--- config.mk ---
export PLATFORM = sky130hd
export DESIGN_NAME = sbc_standby_ctrl
export DESIGN_NICKNAME = d
export VERILOG_FILES = /design/src/core/sbc_pkg.sv /design/src/core/sbc_standby_ctrl.sv
export SDC_FILE = /design/constraint.sdc
export NUM_CORES = 1
export LEC_CHECK = 0
export ABC_AREA = 1
export ABC_CLOCK_PERIOD_IN_PS = 3250
export BUFFER_PORTS_ARGS = -buffer_cell sky130_fd_sc_hd__buf_2
export CAP_MARGIN = 15
export CORE_ASPECT_RATIO = 1.75
export CORE_MARGIN = 2
export CORE_UTILIZATION = 41
export CTS_BUF_LIST = sky130_fd_sc_hd__clkbuf_8
export CTS_CLUSTER_DIAMETER = 60
export DETAILED_ROUTE_END_ITERATION = 12
export PLACE_DENSITY = 0.66
export SETUP_SLACK_MARGIN = 0.4
export SYNTH_ARGS = -nofsm -noshare
export SYNTH_HDL_FRONTEND = slang
export SYNTH_SLANG_ARGS = --single-unit
export TNS_END_PERCENT = 20
--- constraint.sdc ---
create_clock -name clk -period 3.25 [get_ports clk]
set_input_delay 0.4875 -clock clk [delete_from_list [all_inputs] [get_ports clk]]
set_output_delay 0.4875 -clock clk [all_outputs]
set_load 0.01 [all_outputs]
--- src/core/sbc_pkg.sv ---
// Constants and types of the standby mode control block
package sbc_pkg;
    // Register indices; byte address is four times the index
    localparam logic [7:0] IDX_SYS_CTRL1 = 8'h38;
    localparam logic [7:0] IDX_CLK_STBY = 8'h39;
    localparam logic [7:0] IDX_WAKE_CTRL = 8'h3A;
    localparam logic [7:0] IDX_STATUS = 8'h3B;
    localparam logic [7:0] ADDR_SYS_CTRL1 = 8'(IDX_SYS_CTRL1 * 4);
    localparam logic [7:0] ADDR_CLK_STBY = 8'(IDX_CLK_STBY * 4);
    localparam logic [7:0] ADDR_WAKE_CTRL = 8'(IDX_WAKE_CTRL * 4);
    localparam logic [7:0] ADDR_STATUS = 8'(IDX_STATUS * 4);

    // system_control_first field positions
    localparam int SC1_STOP = 7;
    localparam int SC1_RELEASE_METHOD_BIT = 6;
    localparam int SC1_RETURN_MODE_BIT = 5;
    localparam int SC1_OUTEN = 4;
    localparam int SC1_WUT_LSB = 2;

    // clock_and_standby_control field positions
    localparam int SC2_XEN = 7;
    localparam int SC2_LF_OSC_ENABLE = 6;
    localparam int SC2_MAIN_CLOCK_SELECT = 5;
    localparam int SC2_IDLE = 4;
    localparam int SC2_TIMING_GEN_HALT_BIT = 2;

    // Values after reset
    localparam logic [7:0] SC1_RESET = 8'h00;
    localparam logic [7:0] SC2_RESET = 8'h80;
    localparam logic [3:0] WAKE_RESET = 4'h0;

    // Warm-up lengths in high-frequency clock cycles, one per select code
    localparam logic [17:0] WARM_CYC_00_DEF = 18'h30000;
    localparam logic [17:0] WARM_CYC_01_DEF = 18'h10000;
    localparam logic [17:0] WARM_CYC_10_DEF = 18'h0C000;
    localparam logic [17:0] WARM_CYC_11_DEF = 18'h04000;

    typedef enum logic [1:0] {
        SBC_RUN,
        SBC_STOP,
        SBC_WARM
    } sbc_state_t;

    typedef enum logic [2:0] {
        SBC_SEL_NONE,
        SBC_SEL_SC1,
        SBC_SEL_SC2,
        SBC_SEL_WAKE,
        SBC_SEL_STAT
    } sbc_sel_t;
endpackage

--- src/core/sbc_standby_ctrl.sv ---
// Standby mode, oscillator and deep-stop control with an APB register slave
//
// Implementation choice: register access over APB.
`timescale 1ns/100ps

// Operation
// - Control register resets to oscillator high only
// - Illegal oscillator disable requests a system reset
// - Select bit chooses clock, reads clock used
// - CPU-halt bit stops CPU and watchdog
// - Timing-generator halt gates peripheral clocks
// - Bits 3, 1, 0 read undefined
// - CPU-halt bit clears on mode release
// - Timing-generator halt clears on mode release
// - Writing deep-stop start bit enters deep-stop
// - Deep-stop turns oscillators off, state held
// - Deep-stop entry clears prescaler and divider
// - Program counter held during deep-stop
// - Release-method bit selects level or edge
// - Level release: stop pin high, key low
// - Active release at request skips straight to warm-up
// - Stop pin low during warm-up ignored
// - Level mode effective after stop pin rise
// - Edge mode releases on stop pin rise
// - Warm-up length from two-bit select, then resume
// - Reset pin release returns to normal mode
module sbc_standby_ctrl #(
    parameter logic [17:0] WARM_CYC_00 = sbc_pkg::WARM_CYC_00_DEF,
    parameter logic [17:0] WARM_CYC_01 = sbc_pkg::WARM_CYC_01_DEF,
    parameter logic [17:0] WARM_CYC_10 = sbc_pkg::WARM_CYC_10_DEF,
    parameter logic [17:0] WARM_CYC_11 = sbc_pkg::WARM_CYC_11_DEF
) (
    input wire logic clk,
    input wire logic reset,
    input wire logic psel,
    input wire logic penable,
    input wire logic pwrite,
    input wire logic [7:0] paddr,
    input wire logic [31:0] pwdata,
    output logic [31:0] prdata,
    output logic pready,
    output logic pslverr,
    input wire logic stop_pin_port_n,
    input wire logic [3:0] key_wakeup_inputs,
    input wire logic idle_release,
    input wire logic tg_release,
    output logic hf_osc_enable,
    output logic lf_osc_enable,
    output logic main_clock_in_use,
    output logic cpu_halt,
    output logic wdt_halt,
    output logic timing_gen_halt,
    output logic core_halt,
    output logic prescaler_clear,
    output logic osc_reset_req
);
    import sbc_pkg::*;

    // ==========================================================
    // Register decode
    function automatic sbc_sel_t decode(input logic [7:0] addr);
        case (addr)
            ADDR_SYS_CTRL1: decode = SBC_SEL_SC1;
            ADDR_CLK_STBY: decode = SBC_SEL_SC2;
            ADDR_WAKE_CTRL: decode = SBC_SEL_WAKE;
            ADDR_STATUS: decode = SBC_SEL_STAT;
            default: decode = SBC_SEL_NONE;
        endcase
    endfunction

    function automatic logic [17:0] warm_len(input logic [1:0] code);
        case (code)
            2'h0: warm_len = WARM_CYC_00;
            2'h1: warm_len = WARM_CYC_01;
            2'h2: warm_len = WARM_CYC_10;
            default: warm_len = WARM_CYC_11;
        endcase
    endfunction

    sbc_state_t state_q, state_d;
    sbc_sel_t asel;
    logic [31:0] prdata_q;
    logic pready_q, pslverr_q;
    logic setup, wr_done, wr_sc1, wr_sc2, wr_wake;
    logic [7:0] rd_byte;
    logic release_method_bit_q, return_mode_bit_q, outen_q, release_method_bit_eff_q, release_method_bit_next;
    logic [1:0] wut_q;
    logic xen_q, lf_osc_enable_q, clk_sel_q, clk_active_q, idle_q, timing_gen_halt_bit_q;
    logic [3:0] key_en_q;
    logic osc_reset_q, bad_osc;
    logic stop_m_q, stop_s_q, stop_d_q, stop_rise;
    logic [3:0] key_m_q, key_s_q;
    logic rel_lvl, stop_go, warm_done;
    logic [17:0] cnt_q, cnt_d;
    logic hf_q, lf_q, core_halt_q, presc_clr_q;

    assign asel = decode(paddr);
    assign setup = psel && !penable;
    assign wr_done = psel && penable && pready_q && pwrite;
    assign wr_sc1 = wr_done && (asel == SBC_SEL_SC1);
    assign wr_sc2 = wr_done && (asel == SBC_SEL_SC2);
    assign wr_wake = wr_done && (asel == SBC_SEL_WAKE);

    // ==========================================================
    // APB slave: one wait-free access phase, answer prepared in setup
    always_comb begin
        case (asel)
            // Undefined bits read as zero
            SBC_SEL_SC1: rd_byte = {state_q != SBC_RUN, release_method_bit_q, return_mode_bit_q, outen_q, wut_q, 2'h0};
            SBC_SEL_SC2: rd_byte = {xen_q, lf_osc_enable_q, clk_active_q, idle_q, 1'b0, timing_gen_halt_bit_q, 2'h0};
            SBC_SEL_WAKE: rd_byte = {4'h0, key_en_q};
            SBC_SEL_STAT: rd_byte = {4'h0, release_method_bit_eff_q, osc_reset_q, state_q == SBC_WARM, state_q == SBC_STOP};
            default: rd_byte = 8'h00;
        endcase
    end

    always_ff @(posedge clk) begin
        if (reset) begin
            pready_q <= 1'b0;
            pslverr_q <= 1'b0;
            prdata_q <= 32'h00000000;
        end else begin
            pready_q <= setup;
            pslverr_q <= setup && (asel == SBC_SEL_NONE);
            prdata_q <= (setup && !pwrite) ? {24'h000000, rd_byte} : 32'h00000000;
        end
    end

    // ==========================================================
    // Wake input synchronisers; first stage feeds only the second
    always_ff @(posedge clk) begin
        if (reset) begin
            stop_m_q <= 1'b0;
            stop_s_q <= 1'b0;
            stop_d_q <= 1'b0;
        end else begin
            stop_m_q <= stop_pin_port_n;
            stop_s_q <= stop_m_q;
            stop_d_q <= stop_s_q;
        end
    end

    genvar gi;
    generate
        for (gi = 0; gi < 4; gi++) begin : g_key_sync
            always_ff @(posedge clk) begin
                if (reset) begin
                    key_m_q[gi] <= 1'b1;
                    key_s_q[gi] <= 1'b1;
                end else begin
                    key_m_q[gi] <= key_wakeup_inputs[gi];
                    key_s_q[gi] <= key_m_q[gi];
                end
            end
        end
    endgenerate

    assign stop_rise = stop_s_q && !stop_d_q;
    // Keys count only in level mode; edge mode looks at the stop pin alone
    assign rel_lvl = stop_s_q || |(key_en_q & ~key_s_q);

    // ==========================================================
    // system_control_first and wakeup control
    always_ff @(posedge clk) begin
        if (reset) begin
            release_method_bit_q <= SC1_RESET[SC1_RELEASE_METHOD_BIT];
            return_mode_bit_q <= SC1_RESET[SC1_RETURN_MODE_BIT];
            outen_q <= SC1_RESET[SC1_OUTEN];
            wut_q <= SC1_RESET[SC1_WUT_LSB +: 2];
        end else if (wr_sc1) begin
            release_method_bit_q <= pwdata[SC1_RELEASE_METHOD_BIT];
            return_mode_bit_q <= pwdata[SC1_RETURN_MODE_BIT];
            outen_q <= pwdata[SC1_OUTEN];
            wut_q <= pwdata[SC1_WUT_LSB +: 2];
        end
    end

    always_ff @(posedge clk) begin
        if (reset) begin
            key_en_q <= WAKE_RESET;
        end else if (wr_wake) begin
            key_en_q <= pwdata[3:0];
        end
    end

    // Going to level mode waits for a stop pin rise; edge mode is immediate
    always_comb begin
        release_method_bit_next = wr_sc1 ? pwdata[SC1_RELEASE_METHOD_BIT] : release_method_bit_q;
    end

    always_ff @(posedge clk) begin
        if (reset) begin
            release_method_bit_eff_q <= 1'b0;
        end else if (!release_method_bit_next) begin
            release_method_bit_eff_q <= 1'b0;
        end else if (stop_rise) begin
            release_method_bit_eff_q <= 1'b1;
        end
    end

    assign stop_go = wr_sc1 && pwdata[SC1_STOP] && (state_q == SBC_RUN);

    // ==========================================================
    // Deep-stop sequencer
    always_comb begin
        state_d = state_q;
        cnt_d = cnt_q;
        case (state_q)
            SBC_RUN: begin
                if (stop_go) begin
                    if (release_method_bit_eff_q && release_method_bit_next && rel_lvl) begin
                        state_d = SBC_WARM;
                        cnt_d = warm_len(pwdata[SC1_WUT_LSB +: 2]);
                    end else begin
                        // Edge mode stops even when the pin already stands high
                        state_d = SBC_STOP;
                    end
                end
            end
            SBC_STOP: begin
                if (release_method_bit_eff_q ? rel_lvl : stop_rise) begin
                    state_d = SBC_WARM;
                    cnt_d = warm_len(wut_q);
                end
            end
            SBC_WARM: begin
                // Only the counter ends warm-up; the pin is not looked at
                if (cnt_q == 18'h00001) begin
                    state_d = SBC_RUN;
                end
                cnt_d = cnt_q - 18'h00001;
            end
            default: begin
                state_d = SBC_RUN;
            end
        endcase
    end

    assign warm_done = (state_q == SBC_WARM) && (cnt_q == 18'h00001);

    always_ff @(posedge clk) begin
        if (reset) begin
            state_q <= SBC_RUN;
            cnt_q <= 18'h00000;
        end else begin
            state_q <= state_d;
            cnt_q <= cnt_d;
        end
    end

    // Core stays frozen, so its program counter and latches hold, until warm-up ends
    always_ff @(posedge clk) begin
        if (reset) begin
            core_halt_q <= 1'b0;
            presc_clr_q <= 1'b0;
        end else begin
            core_halt_q <= state_d != SBC_RUN;
            presc_clr_q <= stop_go;
        end
    end

    // ==========================================================
    // clock_and_standby_control
    assign bad_osc = (!pwdata[SC2_XEN] && !pwdata[SC2_LF_OSC_ENABLE]) || (!pwdata[SC2_XEN] && !pwdata[SC2_MAIN_CLOCK_SELECT])
        || (!pwdata[SC2_LF_OSC_ENABLE] && pwdata[SC2_MAIN_CLOCK_SELECT]);

    always_ff @(posedge clk) begin
        if (reset) begin
            xen_q <= SC2_RESET[SC2_XEN];
            lf_osc_enable_q <= SC2_RESET[SC2_LF_OSC_ENABLE];
            clk_sel_q <= SC2_RESET[SC2_MAIN_CLOCK_SELECT];
        end else if (warm_done) begin
            // Slow return keeps only the low-frequency oscillator
            xen_q <= !return_mode_bit_q;
            lf_osc_enable_q <= lf_osc_enable_q || return_mode_bit_q;
            clk_sel_q <= return_mode_bit_q;
        end else if (wr_sc2) begin
            xen_q <= pwdata[SC2_XEN];
            lf_osc_enable_q <= pwdata[SC2_LF_OSC_ENABLE];
            clk_sel_q <= pwdata[SC2_MAIN_CLOCK_SELECT];
        end
    end

    // A software write wins over a release arriving in the same cycle
    always_ff @(posedge clk) begin
        if (reset) begin
            idle_q <= SC2_RESET[SC2_IDLE];
            timing_gen_halt_bit_q <= SC2_RESET[SC2_TIMING_GEN_HALT_BIT];
        end else begin
            if (wr_sc2) begin
                idle_q <= pwdata[SC2_IDLE];
            end else if (idle_release) begin
                idle_q <= 1'b0;
            end
            if (wr_sc2) begin
                timing_gen_halt_bit_q <= pwdata[SC2_TIMING_GEN_HALT_BIT];
            end else if (tg_release) begin
                timing_gen_halt_bit_q <= 1'b0;
            end
        end
    end

    // Monitor follows the select only while clocks run
    always_ff @(posedge clk) begin
        if (reset) begin
            clk_active_q <= 1'b0;
        end else if (state_q == SBC_RUN) begin
            clk_active_q <= clk_sel_q;
        end
    end

    // Held until the system reset that it asks for arrives
    always_ff @(posedge clk) begin
        if (reset) begin
            osc_reset_q <= 1'b0;
        end else if (wr_sc2 && bad_osc) begin
            osc_reset_q <= 1'b1;
        end
    end

    always_ff @(posedge clk) begin
        if (reset) begin
            hf_q <= 1'b1;
            lf_q <= 1'b0;
        end else begin
            case (state_d)
                SBC_STOP: begin
                    hf_q <= 1'b0;
                    lf_q <= 1'b0;
                end
                SBC_WARM: begin
                    hf_q <= !return_mode_bit_q;
                    lf_q <= lf_osc_enable_q || return_mode_bit_q;
                end
                default: begin
                    // On resume the new enables are not yet registered; take them directly to avoid a glitch
                    hf_q <= warm_done ? !return_mode_bit_q : xen_q;
                    lf_q <= warm_done ? (lf_osc_enable_q || return_mode_bit_q) : lf_osc_enable_q;
                end
            endcase
        end
    end

    assign prdata = prdata_q;
    assign pready = pready_q;
    assign pslverr = pslverr_q;
    assign hf_osc_enable = hf_q;
    assign lf_osc_enable = lf_q;
    assign main_clock_in_use = clk_active_q;
    assign cpu_halt = idle_q;
    assign wdt_halt = idle_q;
    assign timing_gen_halt = timing_gen_halt_bit_q;
    assign core_halt = core_halt_q;
    assign prescaler_clear = presc_clr_q;
    assign osc_reset_req = osc_reset_q;
endmodule

==> impl_results.md <==
- Outcome: completed
- Share of cells above drive strength 1: between 15 and 20%
- R2r worst-path depth: 7
- CTS tree: yes
- Clock transition at the registers of the reported paths: 80 ps
- Synth async-reset ratio: 0%
- Worst-path cell chain: inv_1 -> ha_1 -> nor2_1 -> a21oi_4 -> nand3_2 -> o21ai_1 -> nor2_1
- Post-synthesis instance total: ~500
- Fmax: 447 MHz
- Startpoint types: register
- Drt first pass iters: 4
- Multi-input logic area: 1770 sq um
- GRT Total Usage: 18.4%
- Antenna Cells: 0
- Most frequent CP cell: nor2_1
- Crit-path leading delay family: simple AND/OR/NAND/NOR gates
- Worst EP required: approximately 3500 ps
- PortBufs: 46
- Maximum fanout along the worst path: 21
- CTS resizes: 0
- Final ANT Viol Nets: 0
- Synth top area cells: dfxtp_1 (36%), nand2_1 (11%), nor2_1 (7.4%)
- Synth Area per Inst: 6.94 sq um
- Die ar.: roughly 9200 sq um
- Hold Path Cell Cnt: 2
- Final setup TNS: 0 ps
- Post-CTS Setup Inserts: 0
- Clk root buf: clkbuf_8
- Pins Over Slew Limit: 0
- EDFF count, synth: 0
- Worst-margin pin slew: 670 ps
- RSZ-0062 raised after global routing: false
- # DRC: 0
- PD cells: 424 nW/um^2
- Layout area overhead: 12.3%
- Area of the core: 8200 sq um
- Non-Filler Instances: 637
- Placed Cells: 621
- Sequential fraction of the synthesis area: 36.1%
- Site row count: between 40 and 50
- CP max-delay cell: ha_1
- Wire per inst: 12.6 um
- Arr. time, crit path: 2460 ps
- Vias in the first global route: 2968
- First-pass GRT wire length: 13100 um
- DP HPWL: 6000 um
- Stages on the worst setup path: 7
- Clk_skew: 9.13 ps
- HP Class: in -> reg
- Max_slew headroom: 55.4%
- # nets final: 600
- Pleak: 1.84 nW
- Fin crit share: 68.9%
- Total gr overflow: 0
- Number of I/O pins: 95
- Clock latency on the worst-skew pair: around 350 ps
- Bufs on Longest Clock Path: 2
- Main synth FF type: dfxtp_1
- Synth area leader: dfxtp_1
- Die Wd: between 70 and 80 um
- Yosys warnings: 0
- Fillcell total: 854
- Vias/cell: 4.97
- H-Tree Depth: 3
- Die height: 125 um
- Cts-stage hold buffer count: 0
- FF+latch area: 1240 sq um
- CP max stage delay: approximately 430 ps
- Commonest cells post-synth: nand2_1 (99), nor2_1 (68), inv_1 (64)
- Final number of setup-violating endpoints: 0
- Initial Utilization: 41.9%
- CTS Buf Count: 9
- Seq cells post-synth: just over 60
- Crit path capture type: register
- Cell variety after synth: 38
- Post-synth top area share: 36.1%
- Critical path type: reg -> reg
- Total Wirelength: 8020 um
- Gpl congestion: just under 0.9
- Vias: about 3.2k
- Count leader, synth: nand2_1
- Largest net degree at the start of global routing: 37
- CTS sink count: 62
- Worst Path Buf+Inv: 1
- Max VDD drop: 246 uV
- Fin. Hold Viols: 0
- Crit path time final: 2240 ps
- Maximum capacitance violations: 0
- Iteration-0 DRC Markers: 126
- Initial antenna violation count: 0
- Mapped cell area: roughly 3400 sq um
## report_power, final
part	switching [mW]	total (mW)	internal, mW	leakage (nW)
clock network	0.349	0.792	0.443	0.112
registers	0.00144	0.767	0.766	0.502
logic	0.0521	0.0764	0.0244	1.22
total	0.402	1.64	1.23	1.84
## registers in the layout (all words and copies together), names as in the netlist, 2 cells and up
register	count
prdata	8
wut_q	2
key_m_q	4
state_q	2
key_s_q	4
key_en_q	4
cnt_q	18
## path summary, 6_finish.rpt
kind | slack (ps) | start | to
min | 310 | key_wakeup_inputs[0] | key_m_q[0]$_SDFF_PP1_
max | 1010 | state_q[0]$_SDFF_PP0_ | cnt_q[1]$_SDFFE_PP0P_
min reg2reg | 410 | key_m_q[3]$_SDFF_PP1_ | key_s_q[3]$_SDFF_PP1_
max reg2reg | 1010 | state_q[0]$_SDFF_PP0_ | cnt_q[1]$_SDFFE_PP0P_
## layer usage
metal | GRT usage [%] | vias to the layer above | share of wire, % | wire, um
met2 | 33.3 | 87 | 54 | 4350
met5 | 0 | - | 0 | 0
met4 | 13.0 | 0 | 5.4 | 437
li1 | - | 1602 | - | -
met1 | 17.2 | 1449 | 36 | 2900
met3 | 4.11 | 26 | 4.2 | 338
## metrics by stage
step	cell area, sq um	utilization (%)	total power [mW]	worst slack (ps)	hold WS (ps)
floorplan	3520	-	0.854	1290	388
CTS	3860	47.1	1.65	1010	296
global placement	3630	44.3	0.860	970	394
detailed placement	3630	44.3	0.862	953	394
finish	3860	47.1	1.64	1010	311
global route	3860	47.1	1.69	801	293
## cells by family after synthesis
logic type	after synthesis	share of synthesized area, %
AND/OR/NAND/NOR	243	33.6
other	1	0.109
adder cells (fa/ha/maj)	8	2.91
XOR/XNOR	4	1.02
AO/OA/AOI/OAI	69	11.2
flip-flops	62	36.1
buffers and inverters	108	15.0
## final cells by class
type / instances / area share, %
inverter: 72 / 7.00
sequential: 62 / 32.2
clock inverter: 7 / 2.72
multi-input combinational: 348 / 45.8
timing repair buffer: 47 / 6.16
clock buffer: 9 / 3.21
tap: 92 / 2.98
## cell usage in the layout, fill, tap and decap left out, types with 4 or more instances in the layout
master    synthesis  routed
dfxtp_1          62      62
nor2_1           68      68
nand2_1          99      99
nand4_1          14      14
buf_2             1      46
o21bai_1          4       4
clkbuf_8          0       9
nand2_2           6       6
a21oi_1          33      33
o21ai_0          16      16
o22ai_1           9       9
conb_1            1      24
ha_1              8       8
nand3_1          30      30
inv_1            64      64
or2_2             9       9
inv_2             6       6
Power figures use the tool's default switching activity.
